===== src/logic/adcp_pkg.sv =====
`default_nettype none
package adcp_pkg;
   // ====================================
   // control byte layout
   localparam int CTRL_MODE_HI = 7;
   localparam int CTRL_MODE_LO = 6;
   localparam int CTRL_ACQ_BIT = 5;
   localparam int CTRL_SPAN_BIT = 4;
   localparam int CTRL_SIGNED_BIT = 3;
   localparam int CTRL_CH_HI = 2;
   localparam int CTRL_CH_LO = 0;
   localparam logic [7:0] CTRL_RESET = 8'h00;

   // ====================================
   // power and clock mode codes
   localparam logic [1:0] MODE_NORMAL_EXT = 2'h0;
   localparam logic [1:0] MODE_NORMAL_INT = 2'h1;
   localparam logic [1:0] MODE_STANDBY = 2'h2;
   localparam logic [1:0] MODE_FULL = 2'h3;

   // ====================================
   // result and timing
   localparam int RESULT_W = 12;
   localparam logic [11:0] RESULT_RESET = 12'h000;
   localparam logic [11:0] SAR_FIRST_TRIAL = 12'h800;
   localparam logic [3:0] SAR_TOP_BIT = 4'hb;
   localparam logic [3:0] ACQ_CYCLES = 4'h6;
   localparam logic [3:0] CONV_CYCLES = 4'hc;
   localparam longint SYS_CLK_HZ = 200000000;
   localparam longint INT_CLK_HZ = 1560000;
   // integer divide: internal rate lands a touch above the typical figure
   localparam logic [7:0] INT_DIV = 8'(SYS_CLK_HZ / INT_CLK_HZ);
   // clocks after a fresh first trial that ticks are ignored; the synced comparator is valid one clock later still
   localparam logic [1:0] CMP_SETTLE = 2'h2;

   // ====================================
   // sequencer states
   typedef enum logic [1:0] {
      ST_IDLE = 2'b00,
      ST_ACQ_INT = 2'b01,
      ST_ACQ_EXT = 2'b10,
      ST_CONV = 2'b11
   } adcp_state_type;
endpackage : adcp_pkg
`default_nettype wire


===== src/logic/adcp_sar.sv =====
`default_nettype none
module adcp_sar (
   // clock and reset
   input wire logic clk_sys,
   input wire logic reset,
   input wire logic clk_en,
   // control
   input wire logic start,
   input wire logic tick,
   input wire logic cmp_above,
   // result
   output logic [11:0] code,
   output logic busy,
   output logic done
);
   logic [3:0] bit_idx_r;
   logic [1:0] settle_r;
   logic [11:0] code_r;
   logic busy_r;
   logic done_r;

   assign code = code_r;
   assign busy = busy_r;
   assign done = done_r;

   // ====================================
   // one decision per conversion-clock tick, msb first
   always_ff @(posedge clk_sys) begin
      if (reset) begin
         code_r <= adcp_pkg::RESULT_RESET;
         bit_idx_r <= 4'h0;
         settle_r <= 2'h0;
         busy_r <= 1'b0;
         done_r <= 1'b0;
      end else if (clk_en) begin
         done_r <= 1'b0;
         if (settle_r != 2'h0) begin
            settle_r <= settle_r - 2'h1;
         end
         if (start) begin // restart wins, so an abort reloads the trial
            code_r <= adcp_pkg::SAR_FIRST_TRIAL;
            bit_idx_r <= adcp_pkg::SAR_TOP_BIT;
            busy_r <= 1'b1;
            // a tick right after start would judge the stale trial
            settle_r <= adcp_pkg::CMP_SETTLE;
         end else if (busy_r && tick && settle_r == 2'h0) begin // [RL13]
            if (!cmp_above) begin
               code_r[bit_idx_r] <= 1'b0;
            end
            if (bit_idx_r == 4'h0) begin
               busy_r <= 1'b0;
               done_r <= 1'b1;
            end else begin
               code_r[bit_idx_r - 4'h1] <= 1'b1;
               bit_idx_r <= bit_idx_r - 4'h1;
            end
         end
      end
   end
endmodule : adcp_sar
`default_nettype wire


===== src/logic/adcp_port.sv =====
// Behaviour
// (RL1) Conversion clock from external clock pin, or internal ~1.56 MHz when selected.
// (RL2) Chip select is active low; strobes count only while it is low.
// (RL3) Internal acquisition: write rising edge latches byte, acquires, then converts.
// (RL4) External acquisition: first write starts acquiring, second ends it and converts.
// (RL5) Read strobe falling edge with chip select low drives result onto bus.
// (RL6) High-byte select picks the 4 top bits, else the 8 low bits.
// (RL7) Pins 3..0 carry bits 11..8 when high byte, else bits 3..0.
// (RL8) Shutdown pin low forces full power-down whatever the control byte says.
// (RL9) Completion flag goes low when a result is ready to read.
// (RL10) Acquisition bit 0: track from write edge, hold after 6 clock cycles.
// (RL11) Acquisition bit 1: track at first edge, hold at second edge with bit 0.
// (RL12) Control bits 3 and 4 pick polarity and full-scale span.
// (RL13) Twelve-bit successive approximation, one decision per bit on held sample.
// (RL14) Byte: mode 7:6, acquisition 5, span 4, polarity 3, channel 2:0.
// (RL15) Mode 00 ext clock, 01 int clock, 10 standby, 11 full; sleep keeps clock.
// (RL16) Unipolar straight binary, bipolar two's complement; high pins 7..4 extend sign.
// (RL17) Conversion lasts 12 clocks; a write during it aborts and restarts acquisition. A sleep-code write aborts to idle instead.
// (RL18) Completion flag returns high on read start or new acquisition.
// (RL19) Data bus not driven while chip select or read strobe is high.
`default_nettype none
module adcp_port (
   // clock, reset, enable
   input wire logic clk_sys,
   input wire logic reset,
   input wire logic clk_en,
   // bus pins
   input wire logic cs_n,
   input wire logic wr_n,
   input wire logic rd_n,
   input wire logic high_byte_select,
   input wire logic [7:0] data_in,
   output logic [7:0] data_out,
   output logic data_oe,
   output logic done_n,
   // power and conversion clock pins
   input wire logic shutdown_n,
   input wire logic conv_clk_pin,
   // analog front end
   input wire logic cmp_above,
   output logic track,
   output logic [11:0] dac_code,
   output logic [2:0] channel_select,
   output logic range_span_select,
   output logic signed_range_select,
   output logic full_sleep,
   output logic standby_sleep,
   output logic internal_clock_active
);
   // ====================================
   // pin synchronisers, two flops each
   logic [7:0] data_m_r, data_s_r;
   logic [6:0] pin_m_r, pin_s_r;
   logic wr_d_r, rd_d_r, cclk_d_r;

   always_ff @(posedge clk_sys) begin
      if (reset) begin
         pin_m_r <= 7'h7f;
         pin_s_r <= 7'h7f;
         data_m_r <= 8'h00;
         data_s_r <= 8'h00;
         wr_d_r <= 1'b1;
         rd_d_r <= 1'b1;
         // matches the synced reset level, so no false tick after reset
         cclk_d_r <= 1'b1;
      end else if (clk_en) begin
         pin_m_r <= {cs_n, wr_n, rd_n, high_byte_select, shutdown_n, conv_clk_pin, cmp_above};
         pin_s_r <= pin_m_r;
         data_m_r <= data_in;
         data_s_r <= data_m_r;
         wr_d_r <= pin_s_r[5];
         rd_d_r <= pin_s_r[4];
         cclk_d_r <= pin_s_r[1];
      end
   end

   logic cs_s, wr_s, rd_s, hbs_s, shutdown_n_s, cclk_s, cmp_s;
   assign {cs_s, wr_s, rd_s, hbs_s, shutdown_n_s, cclk_s, cmp_s} = pin_s_r;

   // data goes through the same two stages as the strobe, so the byte
   // seen at the detected edge is the one set up before it
   logic write_ev, read_ev;
   assign write_ev = !cs_s && wr_s && !wr_d_r; // [RL2] [RL3]
   assign read_ev = !cs_s && !rd_s && rd_d_r; // [RL2] [RL5]

   // ====================================
   // control byte
   logic [7:0] ctrl_r;
   logic clk_int_r;
   logic [1:0] wr_mode;
   logic wr_sleep;

   assign wr_mode = data_s_r[adcp_pkg::CTRL_MODE_HI:adcp_pkg::CTRL_MODE_LO]; // [RL14]
   assign wr_sleep = wr_mode[1];

   always_ff @(posedge clk_sys) begin
      if (reset) begin
         ctrl_r <= adcp_pkg::CTRL_RESET;
         clk_int_r <= 1'b0;
      end else if (clk_en && write_ev) begin
         ctrl_r <= data_s_r;
         // sleep codes leave the chosen clock source alone
         if (wr_mode == adcp_pkg::MODE_NORMAL_EXT) begin // [RL15]
            clk_int_r <= 1'b0;
         end else if (wr_mode == adcp_pkg::MODE_NORMAL_INT) begin // [RL15]
            clk_int_r <= 1'b1;
         end
      end
   end

   // ====================================
   // power state and mux outputs
   logic full_sleep_r, standby_sleep_r, clk_int_out_r;
   logic [2:0] chan_r;
   logic span_r, signed_r;
   logic [1:0] ctrl_mode;

   assign ctrl_mode = ctrl_r[adcp_pkg::CTRL_MODE_HI:adcp_pkg::CTRL_MODE_LO]; // [RL14]

   always_ff @(posedge clk_sys) begin
      if (reset) begin
         full_sleep_r <= 1'b0;
         standby_sleep_r <= 1'b0;
         clk_int_out_r <= 1'b0;
         chan_r <= 3'h0;
         span_r <= 1'b0;
         signed_r <= 1'b0;
      end else if (clk_en) begin
         full_sleep_r <= !shutdown_n_s || ctrl_mode == adcp_pkg::MODE_FULL; // [RL8] [RL15]
         standby_sleep_r <= shutdown_n_s && ctrl_mode == adcp_pkg::MODE_STANDBY; // [RL15]
         clk_int_out_r <= clk_int_r;
         chan_r <= ctrl_r[adcp_pkg::CTRL_CH_HI:adcp_pkg::CTRL_CH_LO]; // [RL14]
         span_r <= ctrl_r[adcp_pkg::CTRL_SPAN_BIT]; // [RL12]
         signed_r <= ctrl_r[adcp_pkg::CTRL_SIGNED_BIT]; // [RL12]
      end
   end

   // ====================================
   // conversion clock: internal divider or external pin edge
   logic [7:0] div_cnt_r;
   logic tick_r;

   always_ff @(posedge clk_sys) begin
      if (reset) begin
         div_cnt_r <= 8'h00;
         tick_r <= 1'b0;
      end else if (clk_en) begin
         if (clk_int_r) begin // [RL1]
            if (div_cnt_r == adcp_pkg::INT_DIV - 8'h01) begin
               div_cnt_r <= 8'h00;
               tick_r <= 1'b1;
            end else begin
               div_cnt_r <= div_cnt_r + 8'h01;
               tick_r <= 1'b0;
            end
         end else begin
            div_cnt_r <= 8'h00;
            tick_r <= cclk_s && !cclk_d_r; // [RL1]
         end
      end
   end

   // ====================================
   // acquisition and conversion sequencer
   adcp_pkg::adcp_state_type state_r;
   logic [3:0] acq_cnt_r;
   logic track_r, sar_start_r, acq_begin_r;
   logic sar_done, sar_busy;
   logic [11:0] sar_code;

   always_ff @(posedge clk_sys) begin
      if (reset) begin
         state_r <= adcp_pkg::ST_IDLE;
         acq_cnt_r <= 4'h0;
         track_r <= 1'b0;
         sar_start_r <= 1'b0;
         acq_begin_r <= 1'b0;
      end else if (clk_en) begin
         sar_start_r <= 1'b0;
         acq_begin_r <= 1'b0;
         if (!shutdown_n_s) begin // [RL8]
            state_r <= adcp_pkg::ST_IDLE;
            track_r <= 1'b0;
         end else if (write_ev && wr_sleep) begin
            state_r <= adcp_pkg::ST_IDLE;
            track_r <= 1'b0;
         end else if (write_ev && data_s_r[adcp_pkg::CTRL_ACQ_BIT]) begin
            state_r <= adcp_pkg::ST_ACQ_EXT; // [RL4] [RL11] [RL17]
            track_r <= 1'b1;
            acq_begin_r <= 1'b1;
         end else if (write_ev && state_r == adcp_pkg::ST_ACQ_EXT) begin
            state_r <= adcp_pkg::ST_CONV; // [RL4] [RL11]
            track_r <= 1'b0;
            sar_start_r <= 1'b1;
         end else if (write_ev) begin
            state_r <= adcp_pkg::ST_ACQ_INT; // [RL3] [RL10] [RL17]
            acq_cnt_r <= 4'h0;
            track_r <= 1'b1;
            acq_begin_r <= 1'b1;
         end else begin
            unique case (state_r)
               adcp_pkg::ST_IDLE: begin
               end
               adcp_pkg::ST_ACQ_INT: begin
                  if (tick_r) begin
                     if (acq_cnt_r == adcp_pkg::ACQ_CYCLES - 4'h1) begin // [RL10]
                        state_r <= adcp_pkg::ST_CONV;
                        track_r <= 1'b0;
                        sar_start_r <= 1'b1;
                     end else begin
                        acq_cnt_r <= acq_cnt_r + 4'h1;
                     end
                  end
               end
               adcp_pkg::ST_ACQ_EXT: begin
               end
               adcp_pkg::ST_CONV: begin
                  if (sar_done) begin
                     state_r <= adcp_pkg::ST_IDLE;
                  end
               end
            endcase
         end
      end
   end

   // a write in the conversion state reaches the sequencer above and restarts
   // acquisition, or idles on a sleep code; the converter then waits for the next start
   adcp_sar u_sar (
      .clk_sys(clk_sys),
      .reset(reset || (clk_en && (!shutdown_n_s || write_ev))),
      .clk_en(clk_en),
      .start(sar_start_r),
      .tick(tick_r),
      .cmp_above(cmp_s),
      .code(sar_code),
      .busy(sar_busy),
      .done(sar_done)
   );

   logic [11:0] dac_code_r;

   always_ff @(posedge clk_sys) begin
      if (reset) begin
         dac_code_r <= adcp_pkg::RESULT_RESET;
      end else if (clk_en) begin
         dac_code_r <= sar_busy ? sar_code : dac_code_r;
      end
   end

   // ====================================
   // result register and completion flag
   logic [11:0] result_r;
   logic res_signed_r, done_n_r;

   always_ff @(posedge clk_sys) begin
      if (reset) begin
         result_r <= adcp_pkg::RESULT_RESET;
         res_signed_r <= 1'b0;
      end else if (clk_en && sar_done && state_r == adcp_pkg::ST_CONV) begin
         // offset binary to two's complement is a flip of the msb
         result_r <= {sar_code[11] ^ signed_r, sar_code[10:0]}; // [RL16]
         res_signed_r <= signed_r;
      end
   end

   always_ff @(posedge clk_sys) begin
      if (reset) begin
         done_n_r <= 1'b1;
      end else if (clk_en) begin
         if (sar_done && state_r == adcp_pkg::ST_CONV) begin
            done_n_r <= 1'b0; // [RL9]
         end else if (read_ev || acq_begin_r) begin
            done_n_r <= 1'b1; // [RL18]
         end
      end
   end

   // ====================================
   // read data path
   function automatic logic [7:0] byte_mux(input logic [11:0] res, input logic hi,
                                           input logic sgn);
      logic ext;
      ext = sgn & res[11];
      if (hi) begin
         byte_mux = {{4{ext}}, res[11:8]}; // [RL6] [RL7] [RL16]
      end else begin
         byte_mux = res[7:0]; // [RL6] [RL7]
      end
   endfunction : byte_mux

   logic [7:0] data_out_r;
   logic data_oe_r;

   always_ff @(posedge clk_sys) begin
      if (reset) begin
         data_oe_r <= 1'b0;
         data_out_r <= 8'h00;
      end else if (clk_en) begin
         if (cs_s || rd_s) begin
            data_oe_r <= 1'b0; // [RL19]
         end else if (read_ev) begin
            data_oe_r <= 1'b1; // [RL5]
         end
         // follows the byte select for the whole read
         data_out_r <= byte_mux(result_r, hbs_s, res_signed_r);
      end
   end

   // ====================================
   // outputs
   assign data_out = data_out_r;
   assign data_oe = data_oe_r;
   assign done_n = done_n_r;
   assign track = track_r;
   assign dac_code = dac_code_r;
   assign channel_select = chan_r;
   assign range_span_select = span_r;
   assign signed_range_select = signed_r;
   assign full_sleep = full_sleep_r;
   assign standby_sleep = standby_sleep_r;
   assign internal_clock_active = clk_int_out_r;
endmodule : adcp_port
`default_nettype wire


===== config.mk =====
export PLATFORM = sky130hd
export DESIGN_NAME = adcp_port
export DESIGN_NICKNAME = d
export VERILOG_FILES = /design/src/logic/adcp_pkg.sv /design/src/logic/adcp_sar.sv /design/src/logic/adcp_port.sv
export SDC_FILE = /design/constraint.sdc
export NUM_CORES = 1
export LEC_CHECK = 0
export BUFFER_PORTS_ARGS = -buffer_cell sky130_fd_sc_hd__buf_2
export CAP_MARGIN = 20
export CORE_UTILIZATION = 63
export DETAILED_ROUTE_END_ITERATION = 16
export PLACE_DENSITY_LB_ADDON = 0.25
export SLEW_MARGIN = 20
export SYNTH_ARGS = -nofsm -noshare
export SYNTH_HDL_FRONTEND = slang
export SYNTH_SLANG_ARGS = --single-unit

===== constraint.sdc =====
create_clock -name clk_sys -period 4.7 [get_ports clk_sys]
set_clock_uncertainty 0.15 [all_clocks]
set_input_delay 0.94 -clock clk_sys [delete_from_list [all_inputs] [get_ports clk_sys]]
set_output_delay 0.94 -clock clk_sys [all_outputs]
set_load 0.03 [all_outputs]

==> results.tsv, run 1 <==
stage	metric	value	unit
run_status	status	completed	
logic_synthesis	post-synth cell types	57	
global_route	first-pass GRT wire length	19370	um
logic_synthesis	Syn Nets	624	
timing	RSZ-0062 raised after global routing	no	
clock_network	H-tree Lvls	4	
flow_run	MaxCap Viol Count	0	
cells_and_area	FF/Latch Area	2442	um2
logic_synthesis	Async SR Flop Fraction	0	
setup_path	Reg2Reg Launch Point	u_sar.bit_idx_r[0]	
timing	Slew @ Worst Pin	0.8974	ns
routing	drt via density	5.957	
cells_and_area	Multi-input gate area	2484	um2
clock_network	Reg clk slew, reported paths	0.06	ns
logic_synthesis	Cells after Synth	597	
clock_network	post-cts hold buffer count	0	
routing	1st-iter DRT viols	295	
global_route	antenna violations before repair	0	
placed_design	DP Wirelength	7626	um
timing	Final min period	2.438	ns
routing	via count	4414	
setup_path	crit path DAT	2.71	ns
routing	WL met1	5118	um
logic_synthesis	largest area contributor in the netlist	dfxtp_1	
routing	top layer in use	met4	
setup_path	Worst setup SP type	primary input	
timing	# setup viols final	0	
setup_path	kind of end point of the critical path	register	
cells_and_area	Finished Layout Cells	741	
placed_design	worst slack, placed	1.764	ns
cells_and_area	Fillers	577	
setup_path	Req. time, crit path	4.97	ns
logic_synthesis	synthesized area per cell	8.654	um2
global_route	GRT Total Usage	0.2881	
timing	total negative slack	0	ns
floorplanning	die area	8566	um2
cells_and_area	fin area	5963	um2
logic_synthesis	Ys Warns	0	
logic_synthesis	flops & latches, synth	122	
clock_network	insertion delay to the later sink of the worst-skew pair	0.51	ns
clock_network	post-CTS setup buffer count	0	
logic_synthesis	share of the synthesized area in the top cell type	0.4728	
routing	WL met3	670	um
global_route	vias in the first global route	4189	
logic_synthesis	most used flip-flop cell after synthesis	dfxtp_1	
worst_hold_path	hold_sp	dac_code[6]	
routing	Antenna Nets Post-Route	0	
timing	Worst Hold Margin	0.2993	ns
timing	Hold Vio Cnt, Final	0	
placed_design	area of placed instances	5368	um2
setup_path	Worst Setup SP	clk_en	
worst_hold_path	Worst Hold Class	reg2reg	
cells_and_area	commonest non-fill, non-tap cell in the layout	dfxtp_1	
routing	met2 WL	5759	um
routing	Total Wirelength	11750	um
timing	fmax	0.4102	GHz
clock_network	# clock sinks	122	
setup_path	Crit Path Max Fanout	57	
logic_synthesis	Post-Syn Area	5166	um2
placed_design	Port Buffers	48	
routing	WL per Instance	15.86	um
floorplanning	IO Count	49	
clock_network	CTS tree	done	
clock_network	post-CTS resize count	0	
floorplanning	Die H	92.56	um
clock_network	CTS Buf Count	17	
floorplanning	core box area	7848	um2
placed_design	Placed Instances	710	
setup_path	kind of critical path	in2reg	
timing	Tcrit/Tclk final	0.5187	
cells_and_area	final core utilization	0.7599	
cells_and_area	commonest non-fill, non-tap cells in the layout	dfxtp_1, nand2_1, nor2_1	
timing	worst slew margin relative to its limit	0.3995	
cells_and_area	ratio of cells with drive above 1 in the final layout	0.1362	
pwr	pwr dens	417.2	nW/um2
clock_network	clk root buf	clkbuf_8	
timing	Setup WS post-layout	2.262	ns
logic_synthesis	Post-synth EDFFs	0	
pwr	maximum vdd drop	0.3133	mV
routing	# DRC	0	
floorplanning	Starting Density	0.6583	
cells_and_area	Final nets	654	
floorplanning	std cell rows	32	
clock_network	Clock Path Buffers	2	
timing	Slew Limit Fails	0	
pwr	Pleak	2.323	nW
global_route	largest net degree at the start of global routing	86	
logic_synthesis	main area contributors after synthesis	dfxtp_1, mux2i_1, nand2_1, a21oi_1, nor2_1	
floorplanning	Die Wd	92.56	um
placed_design	gpl congestion	0.8827	
global_route	grt ovf	0	
routing	first-pass iteration count of the detailed router	5	
logic_synthesis	post-synthesis sequential area ratio	0.4728	
setup_path	R2R Setup Slk	2.49	ns
cells_and_area	# diodes	0	
pwr	total power	2.488	mW
cells_and_area	area grow syn2layout	15.43	%
==> worst paths after layout <==
kind                    to  cells past startpoint
max           result_r[11]                      5
min            dac_code[6]                      2
max reg2reg  u_sar.code[4]                      6
min reg2reg    dac_code[6]                      2
==> power by group <==
group	leakage, nW	internal [mW]	total (mW)	switching [mW]
sequential	0.990	1.05	1.07	0.0152
combinational	1.05	0.0381	0.104	0.0664
clock	0.280	0.855	1.31	0.458
==> routing by layer <==
layer  GRT usage  vias to the layer above
met5           0                        -
met1      0.3605                     2075
met4      0.1094                        0
met2      0.4728                      157
met3     0.07800                       22
li1            -                     2160
==> state kept, by name (all words and copies together) (netlist names), 2 cells and up <==
register,flops
ctrl_r,7
dac_code,12
acq_cnt_r,4
data_out,8
pin_m_r,7
u_sar.code,12
u_sar.bit_idx_r,4
pin_s_r,7
result_r,12
state_r,2
u_sar.settle_r,2
data_s_r,8
channel_select,3
data_m_r,8
div_cnt_r,8
==> synth_stat cells, types with 2 or more instances <==
master / n
nand2b_1: 5
nand2_1: 109
a22oi_1: 3
nand3b_1: 5
mux2i_1: 43
o211ai_1: 12
inv_1: 11
o22ai_1: 4
a21o_1: 2
clkbuf_1: 18
xnor2_1: 3
a211oi_1: 13
nor2b_1: 3
o21a_1: 3
a21oi_1: 51
o31a_1: 2
o21ai_0: 25
nor3_1: 11
nand4b_1: 2
or3b_1: 2
and3_1: 3
buf_6: 3
nor2_1: 52
buf_1: 6
and2_1: 3
nand3_1: 13
ha_1: 9
clkbuf_2: 3
buf_2: 9
a31oi_1: 13
dfxtp_1: 122
nand4_1: 8
clkinv_1: 2
==> worst max-delay path: stages <==
cell	delay, ns
buf_4	0.50
clkinv_1	0.18
nor2_1	0.73
nor2_1	0.08
a211oi_1	0.24
==> final cells by class <==
class / count / share of cell area
sequential: 122 / 0.4096
inverter: 13 / 0.008183
tap: 102 / 0.02140
clock inverter: 12 / 0.02916
timing repair buffer: 51 / 0.04448
multi-input combinational: 422 / 0.4165
clock buffer: 19 / 0.07071
==> kinds of logic (layout without fill, tap and decap cells) <==
kind of cell | after synthesis | after routing | share of synthesized area
AND/OR/NAND/NOR | 231 | 231 | 0.2097
adder cells (fa/ha/maj) | 9 | 9 | 0.02180
multiplexers | 43 | 43 | 0.08331
flip-flops | 122 | 122 | 0.4728
buffers and inverters | 53 | 95 | 0.04650
AO/OA/AOI/OAI | 136 | 136 | 0.1608
XOR/XNOR | 3 | 3 | 0.005087
No activity file was read; power rests on OpenSTA's default activity.
==> run 2: changes to the inputs <==
--- a/config.mk
+++ b/config.mk
@@ -5,9 +5,10 @@
 export SDC_FILE = /design/constraint.sdc
 export NUM_CORES = 1
 export LEC_CHECK = 0
+export ABC_AREA = 1
 export BUFFER_PORTS_ARGS = -buffer_cell sky130_fd_sc_hd__buf_2
 export CAP_MARGIN = 20
-export CORE_UTILIZATION = 63
+export CORE_UTILIZATION = 53
 export DETAILED_ROUTE_END_ITERATION = 16
 export PLACE_DENSITY_LB_ADDON = 0.25
 export SLEW_MARGIN = 20
==> constraint.sdc (replaced) <==
create_clock -name clk_sys -period 2.1 [get_ports clk_sys]
set_clock_uncertainty 0.15 [all_clocks]
set_input_delay 0.42 -clock clk_sys [delete_from_list [all_inputs] [get_ports clk_sys]]
set_output_delay 0.42 -clock clk_sys [all_outputs]
set_load 0.03 [all_outputs]
==> run 2 against run 1 <==
  * Global-route usage decreased by 3.1 points
  * Clock-buffer cell count increased by 3
  * Area after synthesis decreased by 0.48%
  * Flip-flop and latch count unchanged
  * Register-to-register slack got worse by 2.3 ns
==> results.tsv, run 2 <==
stage	metric	value	unit	change
run_status	status	completed		unchanged
logic_synthesis	most used flip-flop cell after synthesis	dfxtp_1		unchanged
routing	drt via density	5.288		was 5.957
clock_network	post-CTS setup buffer count	0		unchanged
placed_design	Placed Instances	851		was 710
timing	fmax	0.5274	GHz	
timing	Setup WS post-layout	0.2040	ns	was 2.262 ns
worst_hold_path	Min-Delay Path Depth	3		was 2
clock_network	post-CTS resize count	0		unchanged
global_route	vias in the first global route	4529		was 4189
worst_hold_path	hold_sp	data_in[5]		was dac_code[6]
cells_and_area	commonest non-fill, non-tap cells in the layout	nand2_1, dfxtp_1, nor2_1		was dfxtp_1, nand2_1, nor2_1
setup_path	Worst R2R End	u_sar.code[2]		was u_sar.code[4]
floorplanning	die area	10100	um2	was 8566 um2
placed_design	Port Buffers	48		unchanged
routing	# DRC	0		unchanged
logic_synthesis	Post-synth EDFFs	0		unchanged
global_route	largest net degree at the start of global routing	66		was 86
setup_path	Crit Path Max Fanout	14		was 57
logic_synthesis	largest area contributor in the netlist	dfxtp_1		unchanged
clock_network	CTS tree	done		unchanged
setup_path	Req. time, crit path	2.40	ns	was 4.97 ns
routing	Total Wirelength	12170	um	was 11750 um
placed_design	worst slack, placed	0.2500	ns	was 1.764 ns
timing	Hold Vio Cnt, Final	0		unchanged
clock_network	H-tree Lvls	4		unchanged
setup_path	crit path DAT	2.20	ns	was 2.71 ns
floorplanning	Die Wd	100.5	um	was 92.56 um
cells_and_area	Finished Layout Cells	897		was 741
cells_and_area	Final nets	782		was 654
floorplanning	IO Count	49		unchanged
cells_and_area	# diodes	0		unchanged
clock_network	clk root buf	clkbuf_8		unchanged
timing	Slew @ Worst Pin	0.4279	ns	was 0.8974 ns
logic_synthesis	share of the synthesized area in the top cell type	0.4751		was 0.4728
logic_synthesis	post-synthesis sequential area ratio	0.4751		was 0.4728
timing	total negative slack	0	ns	unchanged
timing	Worst Hold Margin	0.02713	ns	was 0.2993 ns
setup_path	Worst R2R Path Depth	8		was 6
setup_path	Worst setup SP type	register		was primary input
routing	via count	4743		was 4414
global_route	GRT Total Usage	0.2569		was 0.2881
routing	first-pass iteration count of the detailed router	4		was 5
pwr	Pleak	2.751	nW	was 2.323 nW
logic_synthesis	flops & latches, synth	122		unchanged
clock_network	insertion delay to the later sink of the worst-skew pair	0.51	ns	about the same
timing	# setup viols final	0		unchanged
global_route	antenna violations before repair	0		unchanged
placed_design	area of placed instances	5472	um2	was 5368 um2
logic_synthesis	Post-Syn Area	5141	um2	was 5166 um2
routing	1st-iter DRT viols	278		was 295
cells_and_area	area grow syn2layout	22.15	%	was 15.43%
cells_and_area	commonest non-fill, non-tap cell in the layout	nand2_1		was dfxtp_1
logic_synthesis	Cells after Synth	696		was 597
logic_synthesis	Ys Warns	0		unchanged
pwr	pwr dens	956.1	nW/um2	was 417.2 nW/um2
cells_and_area	fin area	6280	um2	was 5963 um2
global_route	grt ovf	0		unchanged
timing	RSZ-0062 raised after global routing	no		unchanged
logic_synthesis	main area contributors after synthesis	dfxtp_1, nand2_1, nor2_1, o21ai_0, a21oi_1		was dfxtp_1, mux2i_1, nand2_1, a21oi_1, nor2_1
logic_synthesis	most frequent cell after synthesis	nand2_1		was dfxtp_1
pwr	total power	6.004	mW	was 2.488 mW
cells_and_area	ratio of cells with drive above 1 in the final layout	0.1563		was 0.1362
logic_synthesis	commonest cells in the synthesized netlist	nand2_1, dfxtp_1, nor2_1		was dfxtp_1, nand2_1, nor2_1
clock_network	Reg clk slew, reported paths	0.06	ns	about the same
logic_synthesis	post-synth cell types	38		was 57
cells_and_area	final core utilization	0.6732		was 0.7599
routing	Antenna Nets Post-Route	0		unchanged
logic_synthesis	Async SR Flop Fraction	0		unchanged
flow_run	MaxCap Viol Count	0		unchanged
logic_synthesis	Syn Nets	723		was 624
pwr	maximum vdd drop	0.6080	mV	was 0.3133 mV
setup_path	kind of end point of the critical path	register		unchanged
placed_design	DP Wirelength	8044	um	was 7626 um
timing	Tcrit/Tclk final	0.9029		
floorplanning	Die H	100.5	um	was 92.56 um
floorplanning	Starting Density	0.5512		was 0.6583
floorplanning	std cell rows	35		was 32
global_route	first-pass GRT wire length	20590	um	was 19370 um
setup_path	Reg2Reg Launch Point	pin_s_r[6]		was u_sar.bit_idx_r[0]
placed_design	gpl congestion	0.9736		was 0.8827
worst_hold_path	Worst Hold Class	in2reg		was reg2reg
setup_path	kind of critical path	reg2reg		was in2reg
worst_hold_path	WHS Endpoint	data_m_r[5]		was dac_code[6]
timing	Slew Limit Fails	0		unchanged
timing	Final min period	1.896	ns	
logic_synthesis	synthesized area per cell	7.387	um2	was 8.654 um2
timing	worst slew margin relative to its limit	0.7144		was 0.3995
clock_network	Clock Path Buffers	2		unchanged
clock_network	CTS Buf Count	17		unchanged
setup_path	R2R Setup Slk	0.20	ns	was 2.49 ns
routing	WL per Instance	13.56	um	was 15.86 um
clock_network	# clock sinks	122		unchanged
floorplanning	core box area	9328	um2	was 7848 um2
run 2: changes by cell type after synthesis, sizes merged, moves of 9 or more:
cell    before  now
nor3        11    2
o21ai       25   83
nand3       13   54
inv         11   49
mux2i       43    0
a211oi      13    2
nand2      109  137
o211ai      12    3
a31oi       13    2
nor2        52  126
run 2: repair_timing:
action / in CTS / in global routing
hold buffers: 14 / 0
endpoints found under the setup margin: 0 / 0
endpoints found under the hold margin: 14 / 0
run 2: power breakdown:
group	internal, mW	switching, mW	leakage (nW)	total, mW
combinational	0.116	0.224	1.43	0.341
clock	2.21	1.03	0.328	3.23
sequential	2.38	0.0465	0.994	2.43
total	4.71	1.30	2.75	6.00
run 2: worst max-delay path, stage by stage, from the launching register on:
cell and delay [ns]:
dfxtp_1 0.32, inv_1 0.08, nand3_2 0.21, nand2_1 0.10
nand2_1 0.13, nand2_2 0.19, nor2_1 0.38, nand3_1 0.17
nand2_1 0.12
run 2: cell families (layout without fill, tap and decap cells):
family          after synthesis  in the layout  share of synthesized area
compound gates              147            147                     0.1485
xor+xnor                      4              4                   0.008276
fa+ha+maj                     9              9                    0.02190
buf+inv                      82            154                    0.06766
flops                       122            122                     0.4751
simple gates                332            332                     0.2787
run 2: worst max path at each step:
stage | end | slack [ns] | from
2_1_floorplan | u_sar.code[5] | 0.52 | u_sar.bit_idx_r[0]
3_3_place_gp | u_sar.code[2] | 0.33 | clk_en
3_5_place_dp | u_sar.code[2] | 0.25 | clk_en
4_1_cts | u_sar.code[2] | 0.23 | pin_s_r[6]
5_1_grt | u_sar.code[2] | 0.02 | pin_s_r[6]
6_report | u_sar.code[2] | 0.20 | pin_s_r[6]
run 2: cell type report:
class                           count  area, um2
Clock buffer                       22      483.0
Clock inverter                     10      185.2
Fill cell                         786       3048
Inverter                           52      203.9
Multi-Input combinational cell    492       2351
Sequential cell                   122       2442
Tap cell                          129      161.4
Timing Repair Buffer               70      452.9
run 2: layer usage:
metal  up-vias  routed length, um  global-route usage
met5         -                  0                   0
met4         0                329              0.1081
met3        31                480             0.06588
met2       117               5981              0.4420
met1      2199               5374              0.3040
li1       2396                  -                   -
==> run 3: changes to the inputs <==
--- a/config.mk
+++ b/config.mk
@@ -10,6 +10,7 @@
 export CAP_MARGIN = 20
 export CORE_UTILIZATION = 53
 export DETAILED_ROUTE_END_ITERATION = 16
+export HOLD_SLACK_MARGIN = 0.06
 export PLACE_DENSITY_LB_ADDON = 0.25
 export SLEW_MARGIN = 20
 export SYNTH_ARGS = -nofsm -noshare
==> constraint.sdc (replaced) <==
create_clock -name clk_sys -period 2.1 [get_ports clk_sys]
set_clock_uncertainty 0.15 [all_clocks]
set_input_delay 0.105 -clock clk_sys [delete_from_list [all_inputs] [get_ports clk_sys]]
set_output_delay 0.105 -clock clk_sys [all_outputs]
set_load 0.03 [all_outputs]
==> run 3 against run 2 <==
  * Cell count up 1.0%
  * Design area up 0.34%
  * Sequential share of layout area down 0.13 points
  * Utilization up 0.23 points
  * Non-clock buffer count up 10
  * Maximum frequency down 3.0%
  * Die area unchanged
  * Hold slack better by 0.18 ns
  * Combinational power up 4%
  * Worst setup slack worse by 0.059 ns
  * Critical path type is now in2reg
==> results.tsv, run 3 (synthesis gave the netlist of run 2 again) <==
stage	metric	value	unit	change
run_status	status	completed		unchanged
setup_path	CP most frequent cell	dlygate4sd3_1		was nand2_1
pwr	switching power	1.384	mW	was 1.296 mW
global_route	grt ovf	0		unchanged
flow_run	MaxCap Viol Count	0		unchanged
clock_network	# clock sinks	122		unchanged
cells_and_area	fin area	6301	um2	was 6280 um2
timing	worst slew margin relative to its limit	0.6671		was 0.7144
placed_design	DP Wirelength	8043	um	was 8044 um
pwr	Int Pwr	4.343	mW	was 4.708 mW
floorplanning	Die H	100.5	um	unchanged
routing	via count	4798		was 4743
timing	Slew Limit Fails	0		unchanged
pwr	Clk pwr share	0.514		was 0.538
global_route	first-pass GRT wire length	21310	um	was 20590 um
timing	Tcrit/Tclk final	0.9311		was 0.9029
setup_path	kind of end point of the critical path	register		unchanged
routing	WL per Instance	13.78	um	was 13.56 um
setup_path	CP max-delay cell	dlygate4sd3_1		was nor2_1
floorplanning	std cell rows	35		unchanged
clock_network	CTS tree	done		unchanged
routing	Total Wirelength	12480	um	was 12170 um
cells_and_area	final core utilization	0.6755		was 0.6732
placed_design	Port Buffers	48		unchanged
clock_network	Reg clk slew, reported paths	0.06	ns	about the same
setup_path	Crit Path Max Fanout	31		was 14
floorplanning	Starting Density	0.5512		unchanged
setup_path	kind of critical path	in2reg		was reg2reg
cells_and_area	# diodes	0		unchanged
cells_and_area	Final nets	792		was 782
setup_path	crit-path cells	dlygate4sd3_1 > buf_2 > inv_4 > buf_4 > nand2_1 > nand3_1 > dlygate4sd3_1		was inv_1 > nand3_2 > nand2_1 > nand2_1 > nand2_2 > nor2_1 > nand3_1 > nand2_1
global_route	antenna violations before repair	0		unchanged
pwr	Sw Share	0.2417		was 0.2159
pwr	Pleak	2.742	nW	was 2.751 nW
pwr	pwr dens	909.0	nW/um2	was 956.1 nW/um2
timing	Worst Hold Margin	0.2055	ns	was 0.02713 ns
floorplanning	die area	10100	um2	unchanged
pwr	Gate power share	0.062		was 0.057
setup_path	crit path DAT	2.27	ns	was 2.20 ns
global_route	largest net degree at the start of global routing	62		was 66
routing	first-pass iteration count of the detailed router	5		was 4
setup_path	Req. time, crit path	2.41	ns	was 2.40 ns
cells_and_area	commonest non-fill, non-tap cell in the layout	nand2_1		unchanged
floorplanning	Die Wd	100.5	um	unchanged
floorplanning	core box area	9328	um2	unchanged
worst_hold_path	Min-Delay Path Depth	4		was 3
setup_path	Worst setup SP type	primary input		was register
clock_network	H-tree Lvls	4		unchanged
clock_network	post-CTS setup buffer count	0		unchanged
placed_design	area of placed instances	5459	um2	was 5472 um2
timing	fmax	0.5114	GHz	was 0.5274 GHz
timing	Slew @ Worst Pin	0.4994	ns	was 0.4279 ns
pwr	maximum vdd drop	0.5238	mV	was 0.6080 mV
clock_network	insertion delay to the later sink of the worst-skew pair	0.51	ns	about the same
setup_path	Worst R2R Path Depth	8		unchanged
cells_and_area	ratio of cells with drive above 1 in the final layout	0.1532		was 0.1563
cells_and_area	commonest non-fill, non-tap cells in the layout	nand2_1, dfxtp_1, nor2_1		unchanged
placed_design	gpl congestion	0.9429		was 0.9736
floorplanning	IO Count	49		unchanged
pwr	Seq pwr share	0.424		was 0.405
cells_and_area	area grow syn2layout	22.56	%	was 22.15%
timing	total negative slack	0	ns	unchanged
clock_network	clk root buf	clkbuf_8		unchanged
global_route	GRT Total Usage	0.2665		was 0.2569
timing	RSZ-0062 raised after global routing	no		unchanged
routing	1st-iter DRT viols	271		was 278
timing	Hold Vio Cnt, Final	0		unchanged
timing	Final min period	1.955	ns	was 1.896 ns
routing	drt via density	5.296		was 5.288
routing	# DRC	0		unchanged
routing	Antenna Nets Post-Route	0		unchanged
clock_network	CTS Buf Count	17		unchanged
timing	# setup viols final	0		unchanged
setup_path	R2R Setup Slk	0.22	ns	was 0.20 ns
clock_network	Clock Path Buffers	2		unchanged
worst_hold_path	Worst Hold Class	in2reg		unchanged
setup_path	max incr delay on CP	0.54	ns	was 0.38 ns
cells_and_area	Fillers	779		was 786
global_route	vias in the first global route	4598		was 4529
[run 3: changes by cell type in the layout (fill, tap and decap cells not counted)]
cell,previous run,this run
buf_12,1,0
buf_4,7,8
bufinv_16,5,3
clkbuf_8,6,1
clkinv_2,3,1
clkinv_4,2,5
dlygate4sd3_1,14,24
inv_6,1,5
inv_8,0,1
[run 3: metal layers]
layer,share of wire,track usage,routed length [um]
met4,0.015,0.09588,190
met2,0.52,0.4668,6463
met1,0.43,0.3237,5371
met3,0.037,0.05479,458
met5,0,0,0
[run 3: area by class of cell]
type	instances	area, um2	share of cell area
sequential	122	2442	0.3876
clock inverter	14	187.7	0.02979
clock buffer	17	414.1	0.06573
inverter	52	203.9	0.03237
tap	129	161.4	0.02562
timing repair buffer	80	540.5	0.08578
multi-input combinational	492	2351	0.3731
[run 3: timing repair]
action,in CTS,in global routing
hold buffers,24,0
hold endpoints to repair,63,0
gates resized for setup,0,0
[run 3: worst paths after layout]
| path | to | startpoint |
|---|---|---|
| setup / recovery | pin_m_r[6] | clk_en |
| setup reg to reg | u_sar.code[2] | pin_s_r[6] |
| hold / removal | data_m_r[1] | data_in[1] |
| hold reg to reg | cclk_d_r | cclk_d_r |
[run 3: power by group through the flow]
stage | logic, mW | clock network (mW) | registers [mW]
floorplan | 0.202 | 0 | 2.50
global placement | 0.304 | 0 | 2.48
detailed placement | 0.310 | 0 | 2.48
CTS | 0.353 | 2.96 | 2.43
global route | 0.396 | 3.08 | 2.44
finish | 0.356 | 2.94 | 2.43
[run 3: stage by stage]
step           total power [mW]  setup WS (ns)  cells
3_5_place_dp              2.787         0.3047    851
4_1_cts                   5.744         0.1936    906
5_1_grt                   5.914        0.04535    906
3_3_place_gp              2.779         0.4064    851
6_report                  5.728         0.1446    906
2_1_floorplan             2.699         0.5245    696
[run 3: worst max-delay path, delay by kind of cell]
family	cells	cell delay, ns
buffers and inverters	5	1.96
and+or+nand+nor	2	0.19
